**src/shared/urt_pkg.sv**
```systemverilog
`default_nettype none
package urt_pkg;
  // Register selects
  localparam logic [2:0] SEL_DATA = 3'h0;
  localparam logic [2:0] SEL_IRQ_EN = 3'h1;
  localparam logic [2:0] SEL_MODEM_CTRL = 3'h4;
  localparam logic [2:0] SEL_STATUS = 3'h5;
  localparam logic [2:0] SEL_MODEM_STAT = 3'h6;
  localparam logic [2:0] SEL_FEATURE = 3'h7;
  // Modem control fields
  localparam int MC_DTR = 0;
  localparam int MC_RTS = 1;
  localparam int MC_IRQ_OE = 3;
  localparam int MC_IR_SEL = 6;
  // Feature fields
  localparam int EF_AUTO_RTS = 6;
  localparam int EF_AUTO_CTS = 7;
  // Modem status fields
  localparam int MS_CTS = 4;
  localparam int MS_DSR = 5;
  localparam int MS_RI = 6;
  localparam int MS_CD = 7;
  localparam int IE_CTS = 7;
  localparam int ST_TX_EMPTY = 5;
  localparam int ST_RX_READY = 0;
  localparam logic [7:0] RESET_BYTE = 8'h00;
  // Clock and reset timing
  localparam int CLK_PERIOD_NS = 8;
  localparam int RESET_MIN_NS = 40;
  localparam int RESET_MIN_CYC = (RESET_MIN_NS + CLK_PERIOD_NS - 1) / CLK_PERIOD_NS;
  localparam int BIT_CYCLES = 16;
  localparam int IR_PULSE_CYCLES = 3;
  localparam int FRAME_BITS = 10;
  localparam int STROBE_CYCLES = 3;
endpackage : urt_pkg
`default_nettype wire

```
**src/shared/urt_bus_if.sv**
```systemverilog
`default_nettype none
interface urt_bus_if;
  logic cs_n;
  logic read_strobe_n;
  logic write_strobe_n;
  logic [2:0] reg_select;
  logic [7:0] data_host;
  logic [7:0] data_dev;
  logic data_dev_oe;
  logic irq_o;
  logic irq_oe;
  logic bus_isolate_in;
  logic hw_reset;
  modport device (input cs_n, read_strobe_n, write_strobe_n, reg_select, data_host, bus_isolate_in, hw_reset,
    output data_dev, data_dev_oe, irq_o, irq_oe);
  modport host (output cs_n, read_strobe_n, write_strobe_n, reg_select, data_host, bus_isolate_in, hw_reset,
    input data_dev, data_dev_oe, irq_o, irq_oe);
endinterface : urt_bus_if
`default_nettype wire

```
**src/logic/urt_device.sv**
```systemverilog
`default_nettype none
module urt_device
  import urt_pkg::*;
#(
  parameter int DATA_W = 8
) (
  input wire logic mclk,
  input wire logic nrst,
  input wire logic ce,
  urt_bus_if.device bus,
  input wire logic rx_in,
  input wire logic cts_n,
  input wire logic dsr_n,
  input wire logic cd_n,
  input wire logic ri_n,
  output logic tx_out,
  output logic rts_n,
  output logic dtr_n
);
  typedef enum logic [1:0] {T_IDLE, T_SHIFT} urt_tx_type;
  typedef enum logic [1:0] {R_IDLE, R_SHIFT} urt_rx_type;

  ////////////////////////////////////////////////////////////////
  // Synchronisers: first stage read only by second
  logic [2:0] s1_ff, s2_ff, s3_ff; // {cs,rd,wr}
  logic rx1_ff, rx2_ff, cts1_ff, cts2_ff;
  logic rst1_ff, rst2_ff;
  wire logic [2:0] raw_strobes = {bus.cs_n, bus.read_strobe_n, bus.write_strobe_n};
  always_ff @(posedge mclk or negedge nrst) begin
    if (!nrst) begin
      s1_ff <= 3'h7;
      s2_ff <= 3'h7;
      s3_ff <= 3'h7;
      rx1_ff <= 1'b1;
      rx2_ff <= 1'b1;
      cts1_ff <= 1'b1;
      cts2_ff <= 1'b1;
      rst1_ff <= 1'b0;
      rst2_ff <= 1'b0;
    end else if (ce) begin
      // Power-save freezes only the first strobe sync stage; all other flops keep switching
      if (!bus.bus_isolate_in) begin
        s1_ff <= raw_strobes;
      end
      s2_ff <= s1_ff;
      s3_ff <= s2_ff;
      rx1_ff <= rx_in;
      rx2_ff <= rx1_ff;
      cts1_ff <= cts_n;
      cts2_ff <= cts1_ff;
      rst1_ff <= bus.hw_reset;
      rst2_ff <= rst1_ff;
    end
  end

  // Chip select seen at the same sync stage as the strobes
  wire logic sel_ok = !s2_ff[2];
  wire logic rd_fall = sel_ok && s3_ff[1] && !s2_ff[1];
  wire logic rd_rise = !s3_ff[1] && s2_ff[1];
  wire logic wr_rise = sel_ok && !s3_ff[0] && s2_ff[0];
  wire logic srst = rst2_ff; // Active-high device reset

  ////////////////////////////////////////////////////////////////
  // Register file and read path
  logic [7:0] mcr_ff, nxt_mcr, ier_ff, nxt_ier, efr_ff, nxt_efr;
  logic [7:0] rdat_ff, nxt_rdat;
  logic oe_ff, nxt_oe;
  logic [1:0] buf_cnt_ff, nxt_buf_cnt;
  logic [DATA_W-1:0] buf_ff [2];
  logic [DATA_W-1:0] nxt_buf [2];
  logic [DATA_W-1:0] rxd_ff, nxt_rxd;
  logic rxv_ff, nxt_rxv;
  logic buf_pop, buf_ready, rx_done;
  logic [7:0] modem_status_reg;
  logic [7:0] lsr;

  // Modem status mirrors input pins inverted
  always_comb begin
    modem_status_reg = RESET_BYTE;
    modem_status_reg[MS_CTS] = !cts2_ff;
    modem_status_reg[MS_DSR] = !dsr_n;
    modem_status_reg[MS_RI] = !ri_n;
    modem_status_reg[MS_CD] = !cd_n;
    lsr = RESET_BYTE;
    lsr[ST_TX_EMPTY] = buf_cnt_ff == 2'h0;
    lsr[ST_RX_READY] = rxv_ff;
  end

  // Two-entry transmit buffer; full refuses writes to data
  assign buf_ready = buf_cnt_ff != 2'h2;

  always_comb begin
    nxt_mcr = mcr_ff;
    nxt_ier = ier_ff;
    nxt_efr = efr_ff;
    nxt_rdat = rdat_ff;
    nxt_oe = oe_ff;
    nxt_buf = buf_ff;
    nxt_buf_cnt = buf_cnt_ff;
    nxt_rxv = rxv_ff;
    if (buf_pop) begin
      nxt_buf[0] = buf_ff[1];
      nxt_buf_cnt = buf_cnt_ff - 2'h1;
    end
    if (rd_fall) begin
      nxt_oe = 1'b1; // Drive only during reads
      case (bus.reg_select)
        SEL_DATA: begin
          nxt_rdat = rxd_ff;
          nxt_rxv = 1'b0;
        end
        SEL_IRQ_EN: nxt_rdat = ier_ff;
        SEL_MODEM_CTRL: nxt_rdat = mcr_ff;
        SEL_STATUS: nxt_rdat = lsr;
        SEL_MODEM_STAT: nxt_rdat = modem_status_reg;
        SEL_FEATURE: nxt_rdat = efr_ff;
        default: nxt_rdat = RESET_BYTE;
      endcase
    end
    if (rd_rise || s2_ff[2]) begin
      nxt_oe = 1'b0; // Release bus at strobe rise or deselect
    end
    if (wr_rise) begin
      case (bus.reg_select)
        SEL_DATA: begin
          if (buf_ready) begin
            nxt_buf[nxt_buf_cnt[0]] = bus.data_host;
            nxt_buf_cnt = nxt_buf_cnt + 2'h1;
          end
        end
        SEL_IRQ_EN: nxt_ier = bus.data_host;
        SEL_MODEM_CTRL: nxt_mcr = bus.data_host;
        SEL_FEATURE: nxt_efr = bus.data_host;
        default: nxt_mcr = mcr_ff;
      endcase
    end
    if (rx_done) begin
      nxt_rxv = 1'b1; // Set wins over read clear
    end
  end

  ////////////////////////////////////////////////////////////////
  // Transmitter: 16 ticks per bit, infrared short pulse
  urt_tx_type tst_ff, nxt_tst;
  logic [9:0] tsh_ff, nxt_tsh;
  logic [4:0] tcnt_ff, nxt_tcnt;
  logic [3:0] tbit_ff, nxt_tbit;
  logic txo_ff, nxt_txo;
  wire logic ir_mode = mcr_ff[MC_IR_SEL];
  // Auto clear-to-send holds start while pin deasserted
  wire logic cts_block = efr_ff[EF_AUTO_CTS] && cts2_ff;

  always_comb begin
    nxt_tst = tst_ff;
    nxt_tsh = tsh_ff;
    nxt_tcnt = tcnt_ff;
    nxt_tbit = tbit_ff;
    buf_pop = 1'b0;
    case (tst_ff)
      T_IDLE: begin
        if (buf_cnt_ff != 2'h0 && !cts_block) begin
          buf_pop = 1'b1;
          nxt_tsh = {1'b1, buf_ff[0], 1'b0};
          nxt_tst = T_SHIFT;
          nxt_tcnt = 5'h0;
          nxt_tbit = 4'h0;
        end
      end
      T_SHIFT: begin
        nxt_tcnt = tcnt_ff + 5'h1;
        if (tcnt_ff == 5'(BIT_CYCLES - 1)) begin
          nxt_tcnt = 5'h0;
          nxt_tsh = {1'b1, tsh_ff[9:1]};
          nxt_tbit = tbit_ff + 4'h1;
          if (tbit_ff == 4'(FRAME_BITS - 1)) begin
            nxt_tst = T_IDLE;
          end
        end
      end
      default: nxt_tst = T_IDLE;
    endcase
    // Idle: one in standard zero in infrared
    if (tst_ff != T_SHIFT) begin
      nxt_txo = !ir_mode;
    end else if (ir_mode) begin
      nxt_txo = !tsh_ff[0] && (tcnt_ff < 5'(IR_PULSE_CYCLES));
    end else begin
      nxt_txo = tsh_ff[0];
    end
  end

  ////////////////////////////////////////////////////////////////
  // Receiver: mid-bit sampling, infrared pulse inverted
  urt_rx_type rst_st_ff, nxt_rst_st;
  logic [4:0] rcnt_ff, nxt_rcnt;
  logic [3:0] rbit_ff, nxt_rbit;
  logic [8:0] rsh_ff, nxt_rsh;
  logic [4:0] quiet_ff, nxt_quiet, hold_ff, nxt_hold;
  logic rmode_ff;
  // Stretch short infrared pulses so mid-bit sampling sees them
  localparam int IR_HOLD_CYCLES = BIT_CYCLES - IR_PULSE_CYCLES - 1;
  wire logic rx_lvl = ir_mode ? !(rx2_ff || hold_ff != 5'h0) : rx2_ff;

  always_comb begin
    nxt_rst_st = rst_st_ff;
    nxt_rcnt = rcnt_ff;
    nxt_rbit = rbit_ff;
    nxt_rsh = rsh_ff;
    nxt_rxd = rxd_ff;
    rx_done = 1'b0;
    nxt_hold = (hold_ff != 5'h0) ? hold_ff - 5'h1 : 5'h0;
    if (ir_mode && rx2_ff) begin
      nxt_hold = 5'(IR_HOLD_CYCLES);
    end
    // Mode switch flips idle level; quiet time avoids a false start
    nxt_quiet = (quiet_ff != 5'h0) ? quiet_ff - 5'h1 : 5'h0;
    if (ir_mode != rmode_ff) begin
      nxt_quiet = 5'(BIT_CYCLES - 1);
    end
    case (rst_st_ff)
      R_IDLE: begin
        if (!rx_lvl && quiet_ff == 5'h0 && ir_mode == rmode_ff) begin
          nxt_rst_st = R_SHIFT;
          nxt_rcnt = 5'h0;
          nxt_rbit = 4'h0;
        end
      end
      R_SHIFT: begin
        nxt_rcnt = rcnt_ff + 5'h1;
        if (rcnt_ff == 5'(BIT_CYCLES / 2)) begin
          nxt_rsh = {rx_lvl, rsh_ff[8:1]};
          nxt_rbit = rbit_ff + 4'h1;
          if (rbit_ff == 4'(FRAME_BITS - 1)) begin
            nxt_rst_st = R_IDLE;
            nxt_rxd = rsh_ff[8:1];
            rx_done = rx_lvl; // Only well-framed bytes set ready; rxd_ff is loaded either way
          end
        end
        if (rcnt_ff == 5'(BIT_CYCLES - 1)) begin
          nxt_rcnt = 5'h0;
        end
      end
      default: nxt_rst_st = R_IDLE;
    endcase
  end

  // Registers: device reset restores control, state, flag and buffer-count flops; data, shift, bit-timing counter and mode-tracking flops keep their values
  always_ff @(posedge mclk or negedge nrst) begin
    if (!nrst) begin
      mcr_ff <= RESET_BYTE;
      ier_ff <= RESET_BYTE;
      efr_ff <= RESET_BYTE;
      rdat_ff <= RESET_BYTE;
      oe_ff <= 1'b0;
      buf_cnt_ff <= 2'h0;
      buf_ff[0] <= '0;
      buf_ff[1] <= '0;
      rxd_ff <= '0;
      rxv_ff <= 1'b0;
      tst_ff <= T_IDLE;
      tsh_ff <= 10'h3FF;
      tcnt_ff <= 5'h0;
      tbit_ff <= 4'h0;
      txo_ff <= 1'b1;
      rst_st_ff <= R_IDLE;
      rcnt_ff <= 5'h0;
      rbit_ff <= 4'h0;
      rsh_ff <= 9'h000;
      quiet_ff <= 5'h0;
      hold_ff <= 5'h0;
      rmode_ff <= 1'b0;
    end else if (ce) begin
      if (srst) begin
        mcr_ff <= RESET_BYTE;
        ier_ff <= RESET_BYTE;
        efr_ff <= RESET_BYTE;
        oe_ff <= 1'b0;
        buf_cnt_ff <= 2'h0;
        rxv_ff <= 1'b0;
        tst_ff <= T_IDLE;
        txo_ff <= 1'b1; // Transmit high in reset
        rst_st_ff <= R_IDLE; // Receive ignored in reset
      end else begin
        mcr_ff <= nxt_mcr;
        ier_ff <= nxt_ier;
        efr_ff <= nxt_efr;
        rdat_ff <= nxt_rdat;
        oe_ff <= nxt_oe;
        buf_cnt_ff <= nxt_buf_cnt;
        buf_ff <= nxt_buf;
        rxd_ff <= nxt_rxd;
        rxv_ff <= nxt_rxv;
        tst_ff <= nxt_tst;
        tsh_ff <= nxt_tsh;
        tcnt_ff <= nxt_tcnt;
        tbit_ff <= nxt_tbit;
        txo_ff <= nxt_txo;
        rst_st_ff <= nxt_rst_st;
        rcnt_ff <= nxt_rcnt;
        rbit_ff <= nxt_rbit;
        rsh_ff <= nxt_rsh;
        quiet_ff <= nxt_quiet;
        hold_ff <= nxt_hold;
        rmode_ff <= ir_mode;
      end
    end
  end

  // Outputs straight from flops
  logic irq_ff, irq_oe_ff, rts_ff, dtr_ff;
  always_ff @(posedge mclk or negedge nrst) begin
    if (!nrst) begin
      irq_ff <= 1'b0;
      irq_oe_ff <= 1'b0;
      rts_ff <= 1'b1;
      dtr_ff <= 1'b1;
    end else if (ce) begin
      irq_ff <= ier_ff[IE_CTS] && !cts2_ff; // Active high
      irq_oe_ff <= mcr_ff[MC_IRQ_OE] && !srst; // Else high-Z
      // Auto request-to-send deasserts when buffer space low
      rts_ff <= !(mcr_ff[MC_RTS] && !(efr_ff[EF_AUTO_RTS] && rxv_ff)) || srst;
      dtr_ff <= !mcr_ff[MC_DTR] || srst;
    end
  end

  assign bus.data_dev = rdat_ff;
  assign bus.data_dev_oe = oe_ff;
  assign bus.irq_o = irq_ff;
  assign bus.irq_oe = irq_oe_ff;
  assign tx_out = txo_ff;
  assign rts_n = rts_ff;
  assign dtr_n = dtr_ff;
endmodule : urt_device
`default_nettype wire

```
**src/flat_wrapper.sv**
```systemverilog
// flat-port wrapper written by rule: the top's interface ports become plain ports
module urt_device_flat import urt_pkg::*;
#(
  parameter int DATA_W = 8
)
  (mclk, nrst, ce, rx_in, cts_n, dsr_n, cd_n, ri_n, tx_out, rts_n, dtr_n, bus_cs_n, bus_read_strobe_n, bus_write_strobe_n, bus_reg_select, bus_data_host, bus_bus_isolate_in, bus_hw_reset, bus_data_dev, bus_data_dev_oe, bus_irq_o, bus_irq_oe);
  urt_bus_if bus_i ();
  input wire logic mclk;
  input wire logic nrst;
  input wire logic ce;
  input wire logic rx_in;
  input wire logic cts_n;
  input wire logic dsr_n;
  input wire logic cd_n;
  input wire logic ri_n;
  output logic tx_out;
  output logic rts_n;
  output logic dtr_n;
  input wire logic [$bits(bus_i.cs_n)-1:0] bus_cs_n;
  input wire logic [$bits(bus_i.read_strobe_n)-1:0] bus_read_strobe_n;
  input wire logic [$bits(bus_i.write_strobe_n)-1:0] bus_write_strobe_n;
  input wire logic [$bits(bus_i.reg_select)-1:0] bus_reg_select;
  input wire logic [$bits(bus_i.data_host)-1:0] bus_data_host;
  input wire logic [$bits(bus_i.bus_isolate_in)-1:0] bus_bus_isolate_in;
  input wire logic [$bits(bus_i.hw_reset)-1:0] bus_hw_reset;
  output wire logic [$bits(bus_i.data_dev)-1:0] bus_data_dev;
  output wire logic [$bits(bus_i.data_dev_oe)-1:0] bus_data_dev_oe;
  output wire logic [$bits(bus_i.irq_o)-1:0] bus_irq_o;
  output wire logic [$bits(bus_i.irq_oe)-1:0] bus_irq_oe;
  assign bus_i.cs_n = bus_cs_n;
  assign bus_i.read_strobe_n = bus_read_strobe_n;
  assign bus_i.write_strobe_n = bus_write_strobe_n;
  assign bus_i.reg_select = bus_reg_select;
  assign bus_i.data_host = bus_data_host;
  assign bus_i.bus_isolate_in = bus_bus_isolate_in;
  assign bus_i.hw_reset = bus_hw_reset;
  assign bus_data_dev = bus_i.data_dev;
  assign bus_data_dev_oe = bus_i.data_dev_oe;
  assign bus_irq_o = bus_i.irq_o;
  assign bus_irq_oe = bus_i.irq_oe;
  urt_device #(.DATA_W(DATA_W)) u_core (.mclk(mclk), .nrst(nrst), .ce(ce), .bus(bus_i), .rx_in(rx_in), .cts_n(cts_n), .dsr_n(dsr_n), .cd_n(cd_n), .ri_n(ri_n), .tx_out(tx_out), .rts_n(rts_n), .dtr_n(dtr_n));
endmodule
```
**config.mk**
```make
export PLATFORM = sky130hd
export DESIGN_NAME = urt_device_flat
export DESIGN_NICKNAME = d
export VERILOG_FILES = /design/src/shared/urt_pkg.sv /design/src/shared/urt_bus_if.sv /design/src/logic/urt_device.sv /design/src/flat_wrapper.sv
export SDC_FILE = /design/constraint.sdc
export NUM_CORES = 1
export LEC_CHECK = 0
export BUFFER_PORTS_ARGS = -buffer_cell sky130_fd_sc_hd__clkbuf_2
export CORE_UTILIZATION = 30
export CTS_CLUSTER_DIAMETER = 30
export CTS_CLUSTER_SIZE = 30
export DETAILED_ROUTE_END_ITERATION = 10
export PLACE_DENSITY_LB_ADDON = 0.12
export REMOVE_ABC_BUFFERS = 1
export SYNTH_ARGS = -nofsm -noshare
export SYNTH_HDL_FRONTEND = slang
export SYNTH_SLANG_ARGS = --single-unit
export TNS_END_PERCENT = 50
```
**constraint.sdc**
```tcl
create_clock -name mclk -period 3.4 [get_ports mclk]
set_clock_uncertainty 0.15 [all_clocks]
set_input_delay 0.17 -clock mclk [delete_from_list [all_inputs] [get_ports mclk]]
set_output_delay 0.17 -clock mclk [all_outputs]
set_load 0.1 [all_outputs]
```
Word-level counts from Yosys, hierarchy flattened
Cells that the tools add are included.

Input bits: 24. Register bits after elaboration: 131. Word-level logic and storage cells: 213.

Equality and inequality tests: 26. Reductions and logical operators: 71. Bitwise gates (word level): 3. Muxes and demuxes: 67. Add/sub/neg operators: 8. Magnitude comparators: 3.

Operators with widths (count): 8-bit two-way mux (11); 16-bit two-way mux (3); 8-bit case mux with 6 select lines (1); 5-bit two-way mux (8); 2-bit two-way mux (13); 10-bit two-way mux (2); 10-bit case mux with 2 select lines (1); 5-bit case mux with 2 select lines (2); 4-bit AND reduction (5); 5-bit AND reduction (4); 3-bit by 1-bit inequality test with 1-bit output, second input constant (6); 1-bit logical NOT (17); 16-bit bitwise mux (1); 1-bit logical AND (16); 1-bit two-way mux (16); 4-bit two-way mux (4); 4-bit case mux with 2 select lines (2); 5-bit by 4-bit equality test with 1-bit output, second input constant (3); 3-bit AND reduction (5); 2-bit nonzero test (7); 3-bit equality test, second input constant (4); 5-bit by 1-bit adder with 5-bit output, second input constant (2); 2-bit by 1-bit inequality test with 1-bit output, second input constant (5); 5-bit nonzero test (2); other kinds (23) (38).

Depth between registers and ports, before layout
Depth in word-level cells: 15. Gate-level depth with buffers: 9. Mapped depth without buffers: 6.

Worst setup path after synthesis
OpenSTA, ideal clock, no wires.

Path type: register -> register. From: reg u_core.buf_cnt_ff[0]. To: reg with a tool-made name. Period minus slack after synthesis: 2244 ps. Setup time: 125 ps. Stages on the path, launching flop included: 7. Slack: 1156 ps. Required time: 3125 ps. Data arrival time: 1969 ps. Cells stage by stage: dfrtp_1 -> inv_1 -> ha_1 -> nor4_4 -> nand2_1 -> nor3_4 -> mux2_2.

RTL lines: start: declaration (line urt_device.sv:68) `logic [1:0] buf_cnt_ff, nxt_buf_cnt;`; start signal: assignment (line urt_device.sv:289) `buf_cnt_ff <= nxt_buf_cnt;`.

Final worst setup path
From: reg u_core.rcnt_ff[0]. To: reg u_core.rxd_ff[7].

Word-level cells in the longest chain between the ends: 2.

RTL lines: start: declaration (line urt_device.sv:195) `logic [4:0] rcnt_ff, nxt_rcnt;`; start signal: assignment (line urt_device.sv:299) `rcnt_ff <= nxt_rcnt;`; 5-bit by 4-bit equality test with 1-bit output (line urt_device.sv:230) `if (rcnt_ff == 5'(BIT_CYCLES / 2)) begin`; 5-bit AND reduction (no line); end signal: assignment (line urt_device.sv:291) `rxd_ff <= nxt_rxd;`; end: declaration (line urt_device.sv:71) `logic [DATA_W-1:0] rxd_ff, nxt_rxd;`.

Every way passes these cells. A chain may end at the register's enable or synchronous reset.

==> flow_metrics.py <==
metrics = {
    "run_status": {
        "status": "finished clean",
    },
    "yosys": {
        "ys.flop_type": "dfrtp_1",
        "ys_ff_latch": 127,
        "ys_seq_area_share_pct": 51.9,
        "synth_edf_count": 0,
        "async_flop_share_pct": 100,
        "ys_types": 65,
        "synth.most_common_cell": "dfrtp_1",
        "synth_cells": 555,
        "synth_area_leaders": "dfrtp_1 42%, dfstp_2 10%, mux2_2 10%",
        "yosys.area.top_type": "dfrtp_1",
        "syn_area_mm2": 0.00618,
        "synth_commonest_cells": "103 x dfrtp_1, 61 x nand2_1, 56 x mux2_2",
        "synth_area_per_cell_um2": 11.1,
        "yosys_warnings": 0,
        "synth_top_area_share_pct": 41.7,
    },
    "cts": {
        "cts_max_level": 4,
        "cts.sinks": 127,
        "cts_tree": "done",
        "cts-resized-gates": 0,
        "insertion_delay_ps": 420,
        "clk_pin_slew_ps": 60,
        "clk_path_buf_depth": 2,
        "cts_root_buffer": "clkbuf_16",
        "numCtsBuffers": 17,
    },
    "grt": {
        "grt-ovfl-total": 0,
        "grt_antenna_before_repair": 0,
        "grt_max_degree": 48,
        "grt_usage_pct": 15.2,
        "grt_pass1_vias": 4563,
        "grt_pass1_wl_um": 24900,
    },
    "worst_setup_path": {
        "reg2reg_depth": 7,
        "crit_path_end_kind": "register",
        "startpoint_type": "register",
        "arrival_ps": 2710,
        "required_ps": 3550,
        "crit_slowest_cell": "and4b_1",
        "crit_chain": "inv_1 > ha_1 > nor4bb_1 > buf_4 > and3_1 > and4b_1 > mux2_2",
        "cp_num_buf_inv": 2,
        "crit_type": "register to register",
        "regToRegSetupSlack_ps": 840,
        "rr_endpoint": "u_core.rxd_ff[7]",
        "cp_max_fo": 9,
        "critPathTopFamily": "simple AND/OR/NAND/NOR gates",
        "rr_startpoint": "u_core.rcnt_ff[0]",
        "slowest_delay_ps": 520,
    },
    "die": {
        "die_x_um": 146,
        "die_area_mm2": 0.0212,
        "die_h_um": 146,
        "coreArea_mm2": 0.0202,
        "start_util_pct": 30.6,
        "top_level_ports": 38,
        "rows": 52,
    },
    "detailed_routing": {
        "drt-total-wl_um": 14900,
        "drc": 0,
        "num_vias": 4413,
        "ant_nets": 0,
        "drtIter0Drc": 208,
        "wl_per_cell_um": 16.5,
        "dr.pass1.iters": 4,
        "via_per_inst": 4.90,
    },
    "sta": {
        "finalCritPeriodShare_pct": 75.4,
        "relSlewSlack_pct": 40.9,
        "grt_setup_unrepaired": "false",
        "setup_viol_count_final": 0,
        "tns_ps": 0,
        "hold_violations": 0,
        "worstMarginPinSlew_ps": 884,
        "setup_slack_ps": 837,
        "max_freq_ghz": 0.390,
        "drv_slew": 0,
        "period_needed_ps": 2560,
    },
    "worst_hold_path": {
        "hold_path.startpoint": "bus_reg_select[0]",
        "min_to": "u_core.bus.data_dev[7]",
        "hold_depth": 3,
        "worstHoldPathType": "input pin to register",
    },
    "placement": {
        "portBuffers": 37,
        "placed_cell_area_mm2": 0.00672,
        "hpwl_um": 10600,
        "pre_cts_ws_ps": 846,
        "finalWeightedCongestion": 0.736,
    },
    "job": {
        "maxCapViolCount": 0,
    },
    "power": {
        "cellLeakagePower_nw": 3.34,
        "vdd_drop_max_mv": 0.294,
        "p_per_area_mw_per_mm2": 765,
    },
    "final_layout": {
        "seq_area_mm2": 0.00321,
        "antenna_cells": 0,
        "syn2layout_area_growth_pct": 21.8,
        "n_fill_cell": 2002,
        "fin_area_mm2": 0.00753,
        "drive_above_1_share_pct": 28.5,
        "multi_input_comb_area_mm2": 0.00278,
        "nNetsFinal": 655,
    },
}
[layout make-up]
cell class	count	share of cell area [%]
Sequential cell	127	42.6
Tap cell	270	4.49
Timing Repair Buffer	73	6.88
Clock inverter	8	1.73
Inverter	19	0.947
Clock buffer	24	6.53
Multi-Input combinational cell	380	36.8
[per-stage QoR]
stage               utilization, %  std cells  total power [mW]  hold WS, ps
finish                        37.2        901              5.76         79.7
global route                  37.2        901              6.11         90.3
CTS                           37.2        901              5.83         61.2
detailed placement            33.2        850              3.88         65.2
global placement              33.2        850              3.84         64.1
floorplan                        -        526              3.40         -276
[where the power goes]
part	leakage [nW]	switching [mW]	internal (mW)	total, mW
clock network	0.293	0.662	1.23	1.89
registers	1.59	0.312	1.94	2.25
logic	1.46	0.995	0.619	1.61
total	3.34	1.97	3.79	5.76
[how the worst max path moves through the flow]
stage,startpoint,end,slack (ps),cells after the start
CTS,u_core.rcnt_ff[0],u_core.rxd_ff[7],830,7
global placement,u_core.rcnt_ff[0],u_core.rxd_ff[4],870,7
finish,u_core.rcnt_ff[0],u_core.rxd_ff[7],840,7
detailed placement,u_core.rcnt_ff[0],u_core.rxd_ff[2],850,7
floorplan,u_core.rst2_ff,u_core.tbit_ff[3],270,4
global route,u_core.rcnt_ff[0],u_core.rxd_ff[3],580,7
[per-layer routing]
metal / global-route usage [%] / vias to the layer above / wire length (um)
li1: - / 2144 / -
met1: 20.9 / 2183 / 7430
met2: 23.4 / 70 / 6820
met3: 3.35 / 16 / 436
met4: 5.47 / 0 / 207
met5: 0 / - / 0
[cells by family (layout without fill, tap and decap cells)]
kind of cell	Yosys count	count (layout)	share of synthesized area [%]
compound gates	131	131	14.7
simple gates	159	159	13.9
buf+inv	48	124	3.28
flops	127	127	51.9
mux	72	72	13.0
xor+xnor	5	5	0.708
fa+ha+maj	13	13	2.63
[flip-flops by register name (all words and copies together), names as in the netlist, 8 cells and up, named ones only]
| name | count |
|---|---|
| u_core.rsh_ff | 8 |
| u_core.efr_ff | 8 |
| u_core.ier_ff | 8 |
| u_core.bus.data_dev | 8 |
| u_core.mcr_ff | 8 |
| u_core.buf_ff | 8 |
| u_core.tsh_ff | 9 |
| u_core.rxd_ff | 8 |
[timing repair]
action | 4_1_cts | 5_1_grt
buffers inserted | 0 | 0
hold buffers | 19 | 0
hold endpoints to repair | 63 | 0
[placed cells by master (no fill, tap or decap), types with 17 or more instances in the layout]
cell           synthesis  final
buf_4                  1     17
dfstp_2               24     24
o21ai_0               49     49
nand2_1               61     61
inv_1                 19     19
dlygate4sd3_1          0     19
nand2b_1              17     17
clkbuf_16              0     17
dfrtp_1              103    103
clkbuf_2               0     36
mux2_2                56     56
[worst register-to-register path: stages (launching register included)]
cell      delay [ps]
dfrtp_1          420
inv_1             70
ha_1             130
nor4bb_1         220
buf_4            190
and3_1           340
and4b_1          530
mux2_2           390
(Power assumes the default switching activity.)
